File: src/rtl/prr_pkg.sv
package prr_pkg;
   // Register indices; byte address is four times the index
   localparam logic [5:0] IDX_START_LO = 6'h0C;
   localparam logic [5:0] IDX_START_MID = 6'h0D;
   localparam logic [5:0] IDX_START_TOP = 6'h0E;
   localparam logic [5:0] IDX_ROT_CTRL = 6'h1B;
   localparam logic [5:0] IDX_STRIDE = 6'h1C;
   // Rotation control fields
   localparam int unsigned CTL_EN_BIT = 7;
   localparam int unsigned CTL_ALT_BIT = 6;
   localparam int unsigned CTL_BOOST_BIT = 2;
   localparam int unsigned CTL_PCS_LSB = 0;
   localparam int unsigned CTL_PCS_W = 2;
   localparam logic [7:0] CTL_WMASK = 8'hC7;
   localparam logic [7:0] TOP_WMASK = 8'h01;
   // Reset values
   localparam logic [7:0] RST_START_LO = 8'h00;
   localparam logic [7:0] RST_START_MID = 8'h00;
   localparam logic [7:0] RST_START_TOP = 8'h00;
   localparam logic [7:0] RST_ROT_CTRL = 8'h00;
   localparam logic [7:0] RST_STRIDE = 8'h00;
   // Pixel divider
   localparam int unsigned DIV_SEL_W = 3;
   localparam int unsigned DIV_CNT_W = 4;
   localparam logic [DIV_SEL_W-1:0] DIV_SEL_MAX = 3'h4;
   // Refresh address width
   localparam int unsigned ADDR_W = 17;
endpackage

File: src/rtl/prr_div_if.sv
`timescale 1ns/100ps
`default_nettype none
interface prr_div_if;
   import prr_pkg::*;
   logic [DIV_SEL_W-1:0] div_sel;
   logic pix_tick;
   modport ctl (output div_sel, input pix_tick);
   modport div (input div_sel, output pix_tick);
endinterface // prr_div_if
`default_nettype wire

File: src/rtl/prr_pix_div.sv
`timescale 1ns/100ps
`default_nettype none
module prr_pix_div
   import prr_pkg::*;
(
   input wire logic clk_i,
   input wire logic rst_b_i,
   prr_div_if.div dv
);
   logic [DIV_CNT_W-1:0] cnt_q;
   logic [DIV_CNT_W-1:0] cnt_d;
   logic [DIV_CNT_W-1:0] limit;
   logic tick;

   if (DIV_SEL_MAX >= DIV_SEL_W'(DIV_CNT_W + 1)) begin : g_cnt_chk
      $error("divider counter too narrow");
   end

   // Divide the working clock by two to the power of div_sel
   always_comb begin
      limit = DIV_CNT_W'((1 << dv.div_sel) - 1);
      tick = (cnt_q >= limit);
      cnt_d = tick ? '0 : cnt_q + 1'b1;
   end

   always_ff @(posedge clk_i or negedge rst_b_i) begin
      if (!rst_b_i) begin
         cnt_q <= '0;
      end else begin
         cnt_q <= cnt_d;
      end
   end

   assign dv.pix_tick = tick;
endmodule // prr_pix_div
`default_nettype wire

File: src/rtl/prr_rotate.sv
// Added by the designer: the APB interface to the registers.
`timescale 1ns/100ps
`default_nettype none
module prr_rotate
   import prr_pkg::*;
#(
   parameter int unsigned PANEL_W = 320,
   parameter int unsigned PANEL_H = 240
) (
   input wire logic clk_i,
   input wire logic rst_b_i,
   input wire logic psel_i,
   input wire logic penable_i,
   input wire logic pwrite_i,
   input wire logic [7:0] paddr_i,
   input wire logic [31:0] pwdata_i,
   output logic [31:0] prdata_o,
   output logic pready_o,
   output logic pslverr_o,
   input wire logic host_access_i,
   output logic mclk_fast_o,
   output logic screen2_en_o,
   output logic [ADDR_W-1:0] fetch_addr_o,
   output logic fetch_stb_o
);
   localparam int unsigned PIX_W = $clog2(PANEL_W);
   localparam int unsigned LIN_W = $clog2(PANEL_H);
   localparam logic [PIX_W-1:0] PIX_LAST = PIX_W'(PANEL_W - 1);
   localparam logic [LIN_W-1:0] LIN_LAST = LIN_W'(PANEL_H - 1);
   localparam logic [ADDR_W-1:0] LAND_LINE = ADDR_W'(PANEL_W);

   if (PANEL_W < 2 || PANEL_H < 2 || PANEL_W > 65536) begin : g_size_chk
      $error("panel size out of range");
   end

   prr_div_if div_if ();

   // Working clock is the input clock pin itself
   prr_pix_div u_div (
      .clk_i (clk_i),
      .rst_b_i (rst_b_i),
      .dv (div_if.div)
   );

   // ---------------- Register file ----------------
   logic [7:0] start_lo_q, start_lo_d;
   logic [7:0] start_mid_q, start_mid_d;
   logic [7:0] start_top_q, start_top_d;
   logic [7:0] ctrl_q, ctrl_d;
   logic [7:0] stride_q, stride_d;
   logic [31:0] prdata_q, prdata_d;
   logic idx_ok, hit, wr_en;
   logic [7:0] rd_byte;

   always_comb begin
      idx_ok = (paddr_i[1:0] == 2'h0);
      hit = idx_ok;
      rd_byte = 8'h00;
      unique case (paddr_i[7:2])
         IDX_START_LO: rd_byte = start_lo_q;
         IDX_START_MID: rd_byte = start_mid_q;
         IDX_START_TOP: rd_byte = start_top_q;
         IDX_ROT_CTRL: rd_byte = ctrl_q;
         IDX_STRIDE: rd_byte = stride_q;
         default: hit = 1'b0;
      endcase
      wr_en = psel_i && penable_i && pwrite_i && hit;
      start_lo_d = start_lo_q;
      start_mid_d = start_mid_q;
      start_top_d = start_top_q;
      ctrl_d = ctrl_q;
      stride_d = stride_q;
      if (wr_en) begin
         unique case (paddr_i[7:2])
            IDX_START_LO: start_lo_d = pwdata_i[7:0];
            IDX_START_MID: start_mid_d = pwdata_i[7:0];
            IDX_START_TOP: start_top_d = pwdata_i[7:0] & TOP_WMASK;
            IDX_ROT_CTRL: ctrl_d = pwdata_i[7:0] & CTL_WMASK;
            IDX_STRIDE: stride_d = pwdata_i[7:0];
            default: ;
         endcase
      end
      // Read data is captured in the setup cycle
      prdata_d = prdata_q;
      if (psel_i && !penable_i && !pwrite_i) begin
         prdata_d = hit ? {24'h000000, rd_byte} : 32'h00000000;
      end
   end

   always_ff @(posedge clk_i or negedge rst_b_i) begin
      if (!rst_b_i) begin
         start_lo_q <= RST_START_LO;
         start_mid_q <= RST_START_MID;
         start_top_q <= RST_START_TOP;
         ctrl_q <= RST_ROT_CTRL;
         stride_q <= RST_STRIDE;
         prdata_q <= 32'h00000000;
      end else begin
         start_lo_q <= start_lo_d;
         start_mid_q <= start_mid_d;
         start_top_q <= start_top_d;
         ctrl_q <= ctrl_d;
         stride_q <= stride_d;
         prdata_q <= prdata_d;
      end
   end

   assign prdata_o = prdata_q;
   assign pready_o = 1'b1;
   assign pslverr_o = psel_i && penable_i && !hit;

   // ---------------- Mode decode ----------------
   logic portrait, alt, boost;
   logic [ADDR_W-1:0] start_raw, eff_start, stride_ext;
   logic [CTL_PCS_W-1:0] pcs;

   always_comb begin
      portrait = ctrl_q[CTL_EN_BIT];
      alt = portrait && ctrl_q[CTL_ALT_BIT];
      boost = portrait && ctrl_q[CTL_BOOST_BIT];
      pcs = ctrl_q[CTL_PCS_LSB +: CTL_PCS_W];
      start_raw = {start_top_q[0], start_mid_q, start_lo_q};
      stride_ext = {{(ADDR_W-8){1'b0}}, stride_q};
      if (!portrait) begin
         eff_start = {start_raw[15:0], 1'b0};
      end else if (alt) begin
         eff_start = start_raw;
      end else begin
         // Lowest row bit dropped: two-line granularity
         eff_start = start_raw & ~stride_ext;
      end
   end

   // Pixel divisor: select field in portrait, doubled again in alternate; landscape divides by one
   always_comb begin
      if (!portrait) begin
         div_if.div_sel = '0;
      end else begin
         div_if.div_sel = DIV_SEL_W'(pcs) + DIV_SEL_W'(alt);
      end
   end

   // Full-rate memory clock during host access when boosted
   assign mclk_fast_o = !portrait || (boost && host_access_i);
   assign screen2_en_o = !portrait;

   // ---------------- Refresh walker ----------------
   logic [PIX_W-1:0] pix_q, pix_d;
   logic [LIN_W-1:0] lin_q, lin_d;
   logic [ADDR_W-1:0] base_q, base_d;
   logic [ADDR_W-1:0] addr_q, addr_d;
   logic tick;

   assign tick = div_if.pix_tick;

   always_comb begin
      pix_d = pix_q;
      lin_d = lin_q;
      base_d = base_q;
      addr_d = addr_q;
      if (tick) begin
         if (pix_q != PIX_LAST) begin
            pix_d = pix_q + 1'b1;
            // Along a column in portrait, along a row in landscape
            addr_d = addr_q + (portrait ? stride_ext : 17'h00001);
         end else begin
            pix_d = '0;
            if (lin_q == LIN_LAST) begin
               lin_d = '0;
               base_d = eff_start;
            end else begin
               lin_d = lin_q + 1'b1;
               base_d = portrait ? base_q - 17'h00001 : base_q + LAND_LINE;
            end
            addr_d = base_d;
         end
      end
   end

   always_ff @(posedge clk_i or negedge rst_b_i) begin
      if (!rst_b_i) begin
         pix_q <= '0;
         lin_q <= '0;
         base_q <= '0;
         addr_q <= '0;
      end else begin
         pix_q <= pix_d;
         lin_q <= lin_d;
         base_q <= base_d;
         addr_q <= addr_d;
      end
   end

   assign fetch_addr_o = addr_q;
   assign fetch_stb_o = tick;
endmodule // prr_rotate
`default_nettype wire

File: config.mk
export PLATFORM = sky130hd
export DESIGN_NAME = prr_rotate
export DESIGN_NICKNAME = d
export VERILOG_FILES = /design/src/rtl/prr_pkg.sv /design/src/rtl/prr_div_if.sv /design/src/rtl/prr_pix_div.sv /design/src/rtl/prr_rotate.sv
export SDC_FILE = /design/constraint.sdc
export NUM_CORES = 1
export LEC_CHECK = 0
export BUFFER_PORTS_ARGS = -buffer_cell sky130_fd_sc_hd__buf_2
export CELL_PAD_IN_SITES_DETAIL_PLACEMENT = 2
export CELL_PAD_IN_SITES_GLOBAL_PLACEMENT = 2
export CORE_MARGIN = 5
export CORE_UTILIZATION = 38
export CTS_CLUSTER_DIAMETER = 120
export DETAILED_ROUTE_END_ITERATION = 10
export PLACE_DENSITY_LB_ADDON = 0.1
export SYNTH_ARGS = -nofsm -noshare
export SYNTH_HDL_FRONTEND = slang
export SYNTH_SLANG_ARGS = --single-unit
File: constraint.sdc
create_clock -name clk_i -period 8.4 [get_ports clk_i]
set_input_delay 2.1 -clock clk_i [delete_from_list [all_inputs] [get_ports clk_i]]
set_output_delay 2.1 -clock clk_i [all_outputs]
set_load 0.005 [all_outputs]
==> flow_metrics.py <==
metrics = {
    "layout": {
        "num-fill-cells": 1637,
        "nets": 725,
        "antenna_cells": 0,
        "fin_area_sq_um": 6520,
        "seqCellArea_sq_um": 2330,
        "multi_input_area_sq_um": 3250,
        "areaGrowthSynthToFinish_pct": 10.8,
        "drive_gt1_share_pct": 18.9,
    },
    "floorplanning": {
        "ioPinCount": 100,
        "die_w_um": 134,
        "initial_core_util_pct": 38.7,
        "die_area_sq_um": 18100,
        "die_y_um": 134,
        "core_area_sq_um": 15200,
        "row_count": 45,
    },
    "clock_tree": {
        "cts_tree": "done",
        "h-tree-depth": 3,
        "cts_resized": 0,
        "cts.clk_slew.worst_paths_ns": 0.07,
        "cts_hold_buf": 0,
        "postCtsSetupBuffers": 0,
        "clockRootBuffer": "clkbuf_16",
        "clock_path_buffers": 2,
        "cts.sinks": 93,
        "clkLatencyLatePin_ns": 0.35,
        "cts_made_buffers": 9,
    },
    "worst_setup_path": {
        "crit_path_top_delay_cell": "or2_2",
        "crit_cells": 12,
        "cpLargestDelayFamily": "adder cells",
        "start_kind": "register",
        "critPathCaptureType": "primary output",
        "r2r_cells": 14,
        "worstPathRequired_ns": 6.30,
        "timing.critical_path.arrival_ns": 4.51,
        "timing.rr.start": "ctrl_q[7]",
        "cp_common_cell": "ha_1",
        "crit_start": "ctrl_q[7]",
        "r2r_setup_slack_ns": 3.47,
        "path_class": "reg -> out",
        "crit_path_cell_trace": "inv_1 > nor2_1 > ha_1 > ha_1 > nor3_1 > nor2_1 > ha_1 > ha_1 > a2111oi_1 > or2_2 > inv_1 > buf_2",
        "max_stage_delay_ns": 0.63,
        "crit_buf_inv": 3,
        "critPathMaxFanout": 31,
        "cp-endpoint": "fetch_stb_o",
        "reg2reg_to": "fetch_addr_o[3]",
    },
    "global_routing": {
        "grt_pass1_wl_um": 29800,
        "grt_max_degree": 58,
        "grt_pass1_vias": 5415,
        "grt_usage_pct": 20.7,
        "gr-total-overflow": 0,
        "antenna_found_initial": 0,
    },
    "logic_synthesis": {
        "yosysTopAreaCell": "dfrtp_1",
        "synth_edf_count": 0,
        "synth_cells": 619,
        "netlist_top_cells_count": "dfrtp_1 (93), nand2_1 (65), o21ai_0 (46)",
        "yosysWarningCount": 0,
        "synth_area_leaders": "dfrtp_1 (40%), mux2_2 (5.7%), ha_1 (4.5%), nand2_1 (4.1%), o21ai_0 (3.9%)",
        "syn_avg_cell_area_sq_um": 9.51,
        "synth-seq-cells": 93,
        "synth_cell_type_count": 76,
        "yosys_most_used_dff": "dfrtp_1",
        "yosysSeqAreaShare_pct": 39.5,
        "syn-cell-area_sq_um": 5890,
        "synth_top_area_share_pct": 39.5,
        "yosysMostFrequentCell": "dfrtp_1",
        "async_flop_share_pct": 100,
    },
    "sta": {
        "skew_ns": 0.00654,
        "tns_ns": 0,
        "relSlewSlack_pct": 23.1,
        "hold_viol": 0,
        "rsz0062_at_grt": "no",
        "fmax_ghz": 0.151,
        "setup_viol": 0,
        "period_share_pct": 78.7,
        "final.min_clock_period_ns": 6.61,
        "slew_viol_final": 0,
        "tightestPinTransition_ns": 1.15,
    },
    "placed_design": {
        "place.gp.congestion": 0.817,
        "place_area_sq_um": 6200,
        "portBuffers": 50,
        "dp_hpwl_um": 13500,
    },
    "drt": {
        "antenna_left": 0,
        "dr.pass1.iters": 5,
        "routedWlPerCell_um": 21.3,
        "vias_per_cell": 5.78,
        "routed_wl_um": 18100,
        "drt_iter0_drc": 293,
        "drc": 0,
        "vias": 4913,
    },
    "power_and_ir_drop": {
        "clockPowerShare_pct": 42.4,
        "p_leak_uw": 0.00294,
        "switching_power_uw": 276,
        "p_sw_share_pct": 25.8,
        "seq_power_share_pct": 45.0,
        "p_int_uw": 793,
        "max-vdd-ir-drop_mv": 0.0856,
        "pwr-share-comb_pct": 12.5,
        "powerDensity_nw_per_um2": 164,
    },
    "status": {
        "outcome": "finished clean",
    },
    "min_path": {
        "hold_path.class": "reg -> reg",
    },
    "job": {
        "max-cap-violations": 0,
    },
}
## cell usage in the layout (no fill, tap or decap), types with 4 or more instances in the layout
| cell | count |
|---|---|
| nor2b_1 | 5 |
| nand3b_1 | 6 |
| nand4_1 | 4 |
| nand2b_1 | 7 |
| buf_2 | 49 |
| a211oi_1 | 11 |
| nor3_1 | 12 |
| a31oi_1 | 4 |
| mux2i_1 | 8 |
| nor4_1 | 7 |
| o31ai_1 | 7 |
| buf_4 | 7 |
| a211o_1 | 4 |
| o21ai_0 | 46 |
| a222oi_1 | 6 |
| xor2_1 | 9 |
| and2_1 | 11 |
| o211ai_1 | 4 |
| inv_1 | 23 |
| conb_1 | 25 |
| or4_1 | 5 |
| a21o_1 | 11 |
| ha_1 | 21 |
| mux2_2 | 30 |
| nand3_1 | 15 |
| nor2_1 | 35 |
| nand2_2 | 4 |
| dfrtp_1 | 93 |
| a21oi_1 | 26 |
| nand2_1 | 65 |
| or3_1 | 6 |
| clkbuf_16 | 9 |
| xnor2_1 | 15 |
## stage by stage
step / power (uW) / std cells / setup slack [ns] / hold slack [ns] / util [%]
2_1_floorplan: 576 / 642 / 3.10 / 0.455 / -
3_3_place_gp: 618 / 834 / 2.27 / 0.460 / 40.8
3_5_place_dp: 627 / 834 / 2.12 / 0.465 / 40.8
4_1_cts: 1080 / 850 / 1.72 / 0.481 / 42.9
5_1_grt: 1120 / 850 / 1.41 / 0.499 / 42.9
6_report: 1070 / 850 / 1.79 / 0.478 / 42.9
## worst min path at each step
stage	depth (start not counted)	slack, ns	from	endpoint
finish	1	0.48	prdata_o[2]	prdata_o[2]
global route	1	0.50	prdata_o[2]	prdata_o[2]
CTS	1	0.48	prdata_o[2]	prdata_o[2]
detailed placement	1	0.46	prdata_o[2]	prdata_o[2]
global placement	1	0.46	prdata_o[2]	prdata_o[2]
floorplan	1	0.45	u_div.cnt_q[0]	u_div.cnt_q[0]
## metal layers
layer	vias up	wire, um	GRT usage, %
li1	2292	-	-
met1	2529	8070	27.1
met2	75	9380	36.5
met3	17	424	2.50
met4	0	214	5.49
met5	-	0	0
## power by group through the flow
stage / Combinational, uW / Sequential, uW / Clock [uW]
after global routing: 152 / 485 / 483
after detailed placement: 136 / 491 / 0
final: 134 / 482 / 454
after CTS: 137 / 483 / 464
after global placement: 127 / 491 / 0
after floorplan: 88.3 / 488 / 0
## state kept, by name (all words and copies together), names as in the netlist
| signal | count |
|---|---|
| base_q | 17 |
| prdata_o | 8 |
| lin_q | 8 |
| start_lo_q | 8 |
| start_top_q | 1 |
| stride_q | 8 |
| ctrl_q | 5 |
| u_div.cnt_q | 4 |
| pix_q | 9 |
| fetch_addr_o | 17 |
| start_mid_q | 8 |
## area by class of cell
type                       instances  share of cell area (%)
timing repair buffer              56                    4.57
clock buffer                      11                    3.72
tap                              188                    3.61
multi-input combinational        474                    49.8
clock inverter                     5                    1.29
sequential                        93                    35.7
inverter                          23                    1.32
## cell families after synthesis
kind of cell    count (synthesis)  share of synthesized area [%]
simple gates                  204                           18.1
compound gates                158                           18.8
flops                          93                           39.5
buf+inv                        75                           6.78
mux                            41                           8.24
xor+xnor                       24                           3.57
fa+ha+maj                      22                           4.80
other cells                     2                          0.128
Power figures use the tool's default switching activity.
